<file path="src/logic/bst_map.svh">
// constants of the boundary-scan test access port: widths, opcodes, counts
// assumes inclusion by bare name from the package and from the tap module
`ifndef BST_MAP_SVH
`define BST_MAP_SVH

`define BST_IR_W        4
`define BST_DR_W        32
`define BST_IR_IDCODE   4'h1
`define BST_IR_BYPASS   4'hf
`define BST_IR_CAPTURE  4'h1
`define BST_BYP_CAPTURE 1'h0
`define BST_RST_TMS_CNT 3'h5
`define BST_CNT_ONE     3'h1
`define BST_CNT_ZERO    3'h0
`define BST_PIN_IDLE    4'hf
`define BST_TCK_IDLE    1'h1

`endif

</file>
<file path="src/logic/bst_pkg.sv">
// types of the boundary-scan test access port
// assumes bst_map.svh is on the include path
`default_nettype none
`include "bst_map.svh"

package bst_pkg;

  // sixteen controller states
  typedef enum logic [3:0] {
    TEST_LOGIC_RESET,
    RUN_TEST_IDLE,
    SELECT_DR,
    CAPTURE_DR,
    SHIFT_DR,
    EXIT1_DR,
    PAUSE_DR,
    EXIT2_DR,
    UPDATE_DR,
    SELECT_IR,
    CAPTURE_IR,
    SHIFT_IR,
    EXIT1_IR,
    PAUSE_IR,
    EXIT2_IR,
    UPDATE_IR
  } bst_state_t;

  // test pins sampled together from the tester
  typedef struct packed {
    logic tck;
    logic tms;
    logic tdi;
    logic trst_n;
  } bst_pins_t;

endpackage

`default_nettype wire

</file>
<file path="src/logic/bst_tap.sv">
// boundary-scan test access port controller with instruction, id and bypass registers
// assumes test pins come asynchronously from an external tester; i_clock is much faster
// than the test clock, which is sampled and edge detected here
`default_nettype none
`include "bst_map.svh"

module bst_tap #(
  parameter logic [`BST_DR_W-1:0] ID_VALUE = 32'h0000_0001 // arbitrary identification value
) (
  input  wire logic i_clock,   // system clock, 50 MHz
  input  wire logic i_rstn,    // system reset, async, active low
  input  wire logic i_tck,     // test clock pin
  input  wire logic i_tms,     // mode select pin
  input  wire logic i_tdi,     // test data in pin
  input  wire logic i_trst_n,  // test reset pin, active low
  output logic      o_tdo,     // test data out
  output logic      o_tdo_oe_n // low while o_tdo is driven
);

  // ********************************************************
  // pin synchronisers and edge detection
  // ********************************************************
  bst_pkg::bst_pins_t pins;
  bst_pkg::bst_pins_t sync1_q;
  bst_pkg::bst_pins_t sync2_q;
  logic               tck_old_q;
  logic               tck_rise;
  logic               tck_fall;
  logic               tap_rst_n;

  assign pins.tck    = i_tck;
  assign pins.tms    = i_tms;
  assign pins.tdi    = i_tdi;
  assign pins.trst_n = i_trst_n;

  // two flops on every pin; the edge detector reads the second only
  // reset to idle pin levels so no false edge or test reset follows reset
  always_ff @(posedge i_clock or negedge i_rstn) begin
    if (!i_rstn) begin
      sync1_q   <= `BST_PIN_IDLE;
      sync2_q   <= `BST_PIN_IDLE;
      tck_old_q <= `BST_TCK_IDLE;
    end else begin
      sync1_q   <= pins;
      sync2_q   <= sync1_q;
      tck_old_q <= sync2_q.tck;
    end
  end

  assign tck_rise = sync2_q.tck & ~tck_old_q;
  assign tck_fall = ~sync2_q.tck & tck_old_q;

  // test reset acts at once; its release waits for the synchronised copy
  assign tap_rst_n = i_rstn & i_trst_n & sync2_q.trst_n;

  // ********************************************************
  // controller state machine
  // ********************************************************
  bst_pkg::bst_state_t state_q;
  bst_pkg::bst_state_t state_d;
  logic                tms;

  assign tms = sync2_q.tms;

  // next state from mode select on each test clock rise
  always_comb begin
    state_d = state_q;
    if (tck_rise) begin
      unique case (state_q)
        bst_pkg::TEST_LOGIC_RESET: state_d = tms ? bst_pkg::TEST_LOGIC_RESET
                                                 : bst_pkg::RUN_TEST_IDLE;
        bst_pkg::RUN_TEST_IDLE:    state_d = tms ? bst_pkg::SELECT_DR : bst_pkg::RUN_TEST_IDLE;
        bst_pkg::SELECT_DR:        state_d = tms ? bst_pkg::SELECT_IR : bst_pkg::CAPTURE_DR;
        bst_pkg::CAPTURE_DR:       state_d = tms ? bst_pkg::EXIT1_DR : bst_pkg::SHIFT_DR;
        bst_pkg::SHIFT_DR:         state_d = tms ? bst_pkg::EXIT1_DR : bst_pkg::SHIFT_DR;
        bst_pkg::EXIT1_DR:         state_d = tms ? bst_pkg::UPDATE_DR : bst_pkg::PAUSE_DR;
        bst_pkg::PAUSE_DR:         state_d = tms ? bst_pkg::EXIT2_DR : bst_pkg::PAUSE_DR;
        bst_pkg::EXIT2_DR:         state_d = tms ? bst_pkg::UPDATE_DR : bst_pkg::SHIFT_DR;
        bst_pkg::UPDATE_DR:        state_d = tms ? bst_pkg::SELECT_DR : bst_pkg::RUN_TEST_IDLE;
        bst_pkg::SELECT_IR:        state_d = tms ? bst_pkg::TEST_LOGIC_RESET : bst_pkg::CAPTURE_IR;
        bst_pkg::CAPTURE_IR:       state_d = tms ? bst_pkg::EXIT1_IR : bst_pkg::SHIFT_IR;
        bst_pkg::SHIFT_IR:         state_d = tms ? bst_pkg::EXIT1_IR : bst_pkg::SHIFT_IR;
        bst_pkg::EXIT1_IR:         state_d = tms ? bst_pkg::UPDATE_IR : bst_pkg::PAUSE_IR;
        bst_pkg::PAUSE_IR:         state_d = tms ? bst_pkg::EXIT2_IR : bst_pkg::PAUSE_IR;
        bst_pkg::EXIT2_IR:         state_d = tms ? bst_pkg::UPDATE_IR : bst_pkg::SHIFT_IR;
        bst_pkg::UPDATE_IR:        state_d = tms ? bst_pkg::SELECT_DR : bst_pkg::RUN_TEST_IDLE;
      endcase
    end
  end

  // state register; either reset lands in test-logic-reset
  always_ff @(posedge i_clock or negedge tap_rst_n) begin
    if (!tap_rst_n) begin
      state_q <= bst_pkg::TEST_LOGIC_RESET;
    end else begin
      state_q <= state_d;
    end
  end

  // ********************************************************
  // proper-reset tracking
  // ********************************************************
  logic       valid_q;
  logic       valid_d;
  logic [2:0] ones_q;
  logic [2:0] ones_d;

  // a system reset alone does not count as a proper controller reset
  always_comb begin
    ones_d  = ones_q;
    valid_d = valid_q;
    if (tck_rise) begin
      if (!tms) begin
        ones_d = `BST_CNT_ZERO;
      end else if (ones_q != `BST_RST_TMS_CNT) begin
        ones_d = ones_q + `BST_CNT_ONE;
      end
    end
    if (ones_d == `BST_RST_TMS_CNT) begin
      valid_d = 1'b1;
    end
    if (!sync2_q.trst_n) begin
      valid_d = 1'b1;
      ones_d  = `BST_CNT_ZERO;
    end
  end

  // tracking registers, asynchronously cleared only by the system reset
  always_ff @(posedge i_clock or negedge i_rstn) begin
    if (!i_rstn) begin
      valid_q <= 1'b0;
      ones_q  <= `BST_CNT_ZERO;
    end else begin
      valid_q <= valid_d;
      ones_q  <= ones_d;
    end
  end

  // ********************************************************
  // instruction, identification and bypass registers
  // ********************************************************
  logic [`BST_IR_W-1:0] ir_q;
  logic [`BST_IR_W-1:0] ir_d;
  logic [`BST_IR_W-1:0] irs_q;
  logic [`BST_IR_W-1:0] irs_d;
  logic [`BST_DR_W-1:0] drs_q;
  logic [`BST_DR_W-1:0] drs_d;
  logic                 bypass;
  logic                 tdi;

  assign tdi    = sync2_q.tdi;
  assign bypass = (ir_q != `BST_IR_IDCODE);

  // capture, shift and update on test clock rises
  always_comb begin
    ir_d  = ir_q;
    irs_d = irs_q;
    drs_d = drs_q;
    if (state_q == bst_pkg::TEST_LOGIC_RESET) begin
      ir_d = `BST_IR_IDCODE;
    end
    if (tck_rise) begin
      unique case (state_q)
        bst_pkg::CAPTURE_IR: irs_d = `BST_IR_CAPTURE;
        bst_pkg::SHIFT_IR:   irs_d = {tdi, irs_q[`BST_IR_W-1:1]};
        bst_pkg::UPDATE_IR:  ir_d  = irs_q;
        bst_pkg::CAPTURE_DR: drs_d = bypass ? {{(`BST_DR_W-1){1'b0}}, `BST_BYP_CAPTURE} : ID_VALUE;
        bst_pkg::SHIFT_DR: begin
          if (bypass) begin
            drs_d = {{(`BST_DR_W-1){1'b0}}, tdi};
          end else begin
            drs_d = {tdi, drs_q[`BST_DR_W-1:1]};
          end
        end
        default: ;
      endcase
    end
  end

  // shift and instruction registers
  always_ff @(posedge i_clock or negedge tap_rst_n) begin
    if (!tap_rst_n) begin
      ir_q  <= `BST_IR_IDCODE;
      irs_q <= '0;
      drs_q <= '0;
    end else begin
      ir_q  <= ir_d;
      irs_q <= irs_d;
      drs_q <= drs_d;
    end
  end

  // ********************************************************
  // test data output
  // ********************************************************
  logic tdo_q;
  logic tdo_d;
  logic oe_n_q;
  logic oe_n_d;
  logic shifting;

  assign shifting = (state_q == bst_pkg::SHIFT_IR) | (state_q == bst_pkg::SHIFT_DR);

  // output and its enable move only on test clock falls
  always_comb begin
    tdo_d  = tdo_q;
    oe_n_d = oe_n_q;
    if (tck_fall) begin
      tdo_d  = (state_q == bst_pkg::SHIFT_IR) ? irs_q[0] : drs_q[0];
      oe_n_d = ~(shifting & valid_q);
    end
    if (!valid_q) begin
      oe_n_d = 1'b1;
    end
  end

  // output flops, undriven from reset
  always_ff @(posedge i_clock or negedge tap_rst_n) begin
    if (!tap_rst_n) begin
      tdo_q  <= 1'b0;
      oe_n_q <= 1'b1;
    end else begin
      tdo_q  <= tdo_d;
      oe_n_q <= oe_n_d;
    end
  end

  assign o_tdo      = tdo_q;
  assign o_tdo_oe_n = oe_n_q;

endmodule

`default_nettype wire

</file>
<file path="config.mk">
export PLATFORM = sky130hd
export DESIGN_NAME = bst_tap
export DESIGN_NICKNAME = d
export VERILOG_FILES = /design/src/logic/bst_pkg.sv /design/src/logic/bst_tap.sv
export VERILOG_INCLUDE_DIRS = /design/src /design/src/logic
export SDC_FILE = /design/constraint.sdc
export NUM_CORES = 1
export LEC_CHECK = 0
export BUFFER_PORTS_ARGS = -buffer_cell sky130_fd_sc_hd__buf_2
export CORE_MARGIN = 4
export CORE_UTILIZATION = 45
export DETAILED_ROUTE_END_ITERATION = 10
export HOLD_SLACK_MARGIN = 0.12
export PLACE_DENSITY = 0.67
export RECOVER_POWER = 50
export SLEW_MARGIN = 20
export SYNTH_ARGS = -nofsm -noshare
export SYNTH_HDL_FRONTEND = slang
export SYNTH_SLANG_ARGS = --single-unit
</file>
<file path="constraint.sdc">
create_clock -name i_clock -period 2.5 [get_ports i_clock]
set_input_delay 0.125 -clock i_clock [delete_from_list [all_inputs] [get_ports i_clock]]
set_output_delay 0.125 -clock i_clock [all_outputs]
set_load 0.01 [all_outputs]
</file>
## After elaboration in Yosys (flattened, before gate mapping)

Cells that the tools add are included.

- Register bits after elaboration: 59
- Logic and storage cells: 84

- $add $sub $neg: 1
- Eq/ne operators: 20
- Mux-type cells: 29
- Bitwise gates (word level): 9
- Reduce and logical (&&, ||, !) cells: 8

Operators by type and width:

| kind | number |
|---|---|
| $pmux 32 s2 | 1 |
| $pmux 4 s12 | 1 |
| $eq 4x4->1 const B | 8 |
| $mux 32 | 1 |
| $mux 4 | 7 |
| $mux 3 | 6 |
| $eq 4x3->1 const B | 4 |
| $mux 1 | 9 |
| $eq 4x2->1 const B | 2 |
| $pmux 4 s2 | 1 |
| $mux 2 | 3 |
| $and 1x1->1 | 5 |
| $eq 4x1->1 const B | 1 |
| $logic_not 4->1 | 1 |
| $ne 4x1->1 const B | 1 |
| $reduce_and 2->1 | 2 |
| $reduce_bool 2->1 | 2 |
| $reduce_or 2->1 | 2 |
| $add 3x1->3 const B | 1 |
| $eq 3x3->1 const B | 1 |
| $ne 3x3->1 const B | 1 |
| $not 1->1 | 3 |
| $reduce_or 3->1 | 1 |
| $ne 2x1->1 const B | 1 |
| other kinds (2) | 2 |

## Logic depth before layout (Yosys ltp)

- Depth in word-level cells: 7
- Gate-level depth with buffers: 6

## Worst setup path after synthesis

OpenSTA, ideal clock, no wires.

- Path kind: reg-to-reg
- From: register ones_q[0]
- To: register valid_q
- Library setup time: 0.129 ns
- Data arrival time: 1.443 ns
- Data required time: 2.371 ns
- Setup slack: 0.928 ns
- Stages on the path, launching flop included: 6
- Path buffers: 0
- Period minus slack after synthesis: 1.572 ns
- Cells stage by stage: dfrtp_1 > ha_1 > nor3b_1 > mux2_2 > a31oi_1 > o21ai_0

- Word-level cells in the longest chain between the ends: 6
- Elaborated cells on any way between the ends: 7
- Classes of those cells: add/sub: 1; eq/ne: 3; mux: 3

RTL lines:

| item | line | RTL |
|---|---|---|
| start: declaration | bst_tap.sv:105 | `logic [2:0] ones_q;` |
| start signal: assignment | bst_tap.sv:132 | `` ones_q <= `BST_CNT_ZERO; `` |
| start signal: assignment | bst_tap.sv:135 | `ones_q <= ones_d;` |
| $add 3x1->3 (no source line) / $ne 3x3->1 (equally long branches) | - |  |
| $mux 3 | bst_tap.sv:115 | `` end else if (ones_q != `BST_RST_TMS_CNT) begin `` |
| $mux 3 | bst_tap.sv:113 | `if (!tms) begin` |
| $mux 3 (*) | bst_tap.sv:112 | `if (tck_rise) begin` |
| $eq 3x3->1 (no source line) (*) | - |  |
| $ne 2x1->1 (no source line) (*) | - |  |
| end signal: assignment | bst_tap.sv:134 | `valid_q <= valid_d;` |
| end: declaration | bst_tap.sv:103 | `logic valid_q;` |

Mark *: on every way between the ends. The rest lies on a longest branch, timed or not.
A chain may end at the register's enable or synchronous reset.

==> out/qor.yml <==
core_area_mm2: 0.005574
p_int_mw: 1.688
syn_to_final_growth_pct: 10.94
portBuffers: 7
clock_path_buffers: 2
path_common_cell: "clkbuf_1"
status: "finished clean"
antenna_found_initial: 0
place_congestion: 0.7771
synth_top_cell_by_area: "dfrtp_1"
clkPwrFrac_pct: 35.2
cts_made_buffers: 9
required_ns: 2.93
drcViolationCount: 0
cts-root-buf: "clkbuf_8"
overflow: 0
crit_slowest_cell: "and3_2"
drtIter0Drc: 102
fin_crit_ns: 1.903
fillCellCount: 498
ys_ff_latch: 59
syn-instance-count: 231
fin_cells: 318
cp.arrival_ns: 2.33
period_share_pct: 76.12
hold_viol: 0
rows: 27
wl_per_cell_um: 13.82
ys_top_cells_by_count: "48 x dfrtp_1, 35 x nand2_1, 21 x a22o_1, 16 x o21ai_1, 11 x dfstp_2"
p_per_area_mw_per_mm2: 846.9
hold_class: "input port to async pin"
max_stage_delay_ns: 0.73
seqPwrFrac_pct: 49.4
cp_max_fo: 28
cap_violations: 0
synth.distinct_cells: 50
viasPerCell: 5.412
grt_pass1_vias: 1628
clock_sinks: 59
worst_slew_pin_slew_ns: 0.7828
path_clk_slew_ns: 0.07
grt_pass1_wl_um: 7803
first_pass_iters: 6
timing.fmax_mhz: 525.5
hpwl_um: 2773
synthesis.nets: 239
placed_cells: 297
pin_count: 8
ir_worst_vdd_v: 0.0004571
drive_above_1_share_pct: 17.48
tns_ns: 0
cp-end-kind: "async pin"
path_class: "input port to async pin"
p_sw_mw: 0.7721
total_leakage_power_nw: 1.218
slew_viol_final: 0
synthTopCellsByArea: "dfrtp_1 46%, dfstp_2 11%, a22o_1 7.0%"
clock_skew_ns: 0.006823
start_kind: "input port"
htree_levels: 3
die_area_mm2: 0.007104
die_w_um: 84.29
totalPowerFinal_mw: 2.460
cts_tree: "yes"
setup_viol: 0
num_vias: 1721
grt_start_max_net_pins: 44
synth_edf_count: 0
final_nets: 249
dieHeight_um: 84.29
synth-main-ff-cell: "dfrtp_1"
diodes: 0
synth_top_area_share_pct: 45.87
start_util_pct: 46.98
rsz0062_at_grt: "no"
synth.yosys.seq_area_share_pct: 56.90
cts_resized: 0
synth-async-reset-ratio_pct: 100.0
comb_power_share_pct: 15.4
synth.avg_cell_area_um2: 11.34
slew_headroom_pct: 47.81
yosys_warnings: 0
swShare_pct: 31.38
drt_wl_total_um: 4394
ant_nets: 0
synth.most_common_cell: "dfrtp_1"
insertion_delay_ns: 0.33
grt_usage_pct: 13.76
netlist_area_mm2: 0.002619
crit_chain: "dlygate4sd3_1, clkbuf_1, and3_2, clkbuf_1"
[power groups by stage]
| stage | clock, mW | sequential [mW] | combinational (mW) |
|---|---|---|---|
| 3_3_place_gp | 0 | 1.23 | 0.374 |
| 5_1_grt | 0.936 | 1.24 | 0.426 |
| 2_1_floorplan | 0 | 1.12 | 0.438 |
| 3_5_place_dp | 0 | 1.23 | 0.379 |
| 4_1_cts | 0.887 | 1.21 | 0.384 |
| 6_report | 0.867 | 1.22 | 0.378 |
[logic make-up after synthesis]
logic type / count (synthesis) / synth area share, %
AO/OA/AOI/OAI: 73 / 19.45
XOR/XNOR: 1 / 0.3345
adder cells (fa/ha/maj): 2 / 0.9554
buffers and inverters: 22 / 4.921
flip-flops: 59 / 56.90
multiplexers: 4 / 1.577
AND/OR/NAND/NOR: 70 / 15.86
[registers in the layout, indices dropped and copies added, names as in the netlist, 2 cells and up]
name     cells
drs_q       32
ir_q         4
irs_q        4
state_q      4
sync1_q      4
ones_q       3
sync2_q      2
[cells in the final DEF (no fill, tap or decap), types with 4 or more instances in the layout]
cell type | synthesis | final
dfrtp_1 | 48 | 48
nand2_1 | 35 | 35
a22o_1 | 21 | 21
o21ai_1 | 16 | 15
clkbuf_8 | 0 | 10
dfstp_2 | 11 | 10
o21ai_0 | 8 | 9
a21oi_1 | 7 | 7
nor2b_1 | 5 | 5
dlygate4sd3_1 | 0 | 5
clkbuf_1 | 1 | 5
inv_1 | 4 | 4
nand3_1 | 4 | 4
[cell type report]
cell class / count / area, um^2 / area share [%]
clock buffer: 10 / 137.6 / 4.737
clock inverter: 6 / 65.06 / 2.239
inverter: 6 / 22.52 / 0.7752
multi-input combinational: 150 / 1001 / 34.45
sequential: 59 / 1490 / 51.29
tap: 72 / 90.09 / 3.101
timing repair buffer: 15 / 98.84 / 3.402
[repair_timing]
item,in CTS,in global routing
hold buffers,5,0
endpoints found under the hold margin,42,0
setup buffers,0,0
[routing by layer]
| metal | share of wire, % | global-route usage, % |
|---|---|---|
| met1 | 51 | 19.24 |
| met2 | 44 | 19.58 |
| met3 | 2.3 | 3.042 |
| met4 | 2.1 | 8.041 |
| met5 | 0 | 0 |
[final timing paths]
kind	from	end	slack, ns	cells past startpoint
max in group i_clock	state_q[0]$_DFFE_PN0P_	drs_q[0]$_DFFE_PN0P_	0.60	4
max reg2reg	state_q[0]$_DFFE_PN0P_	drs_q[0]$_DFFE_PN0P_	0.60	4
min reg2reg	sync1_q[0]$_DFF_PN1_	sync2_q[0]$_DFF_PN1_	0.36	0
max	i_rstn	ir_q[0]$_DFF_PN1_	0.60	4
min	i_rstn	valid_q$_DFFE_PN0P_	0.36	2
min in group i_clock	sync1_q[0]$_DFF_PN1_	sync2_q[0]$_DFF_PN1_	0.36	0
[worst max-delay path, delay by kind of cell]
family,cells,cell delay [ns]
and+or+nand+nor,1,0.73
buffers and inverters,3,1.46
[per-stage QoR]
step                utilization [%]  cell area [um^2]  hold slack, ns  setup slack, ns
CTS                           52.28              2914          0.2003           0.6241
global route                  52.12              2905          0.3660           0.3262
global placement              47.74              2661         0.01606           0.6084
floorplan                         -              2619         -0.1706           0.5671
finish                        52.12              2905          0.3554           0.5971
detailed placement            47.74              2661         0.02061           0.6270
Power figures use the tool's default switching activity.
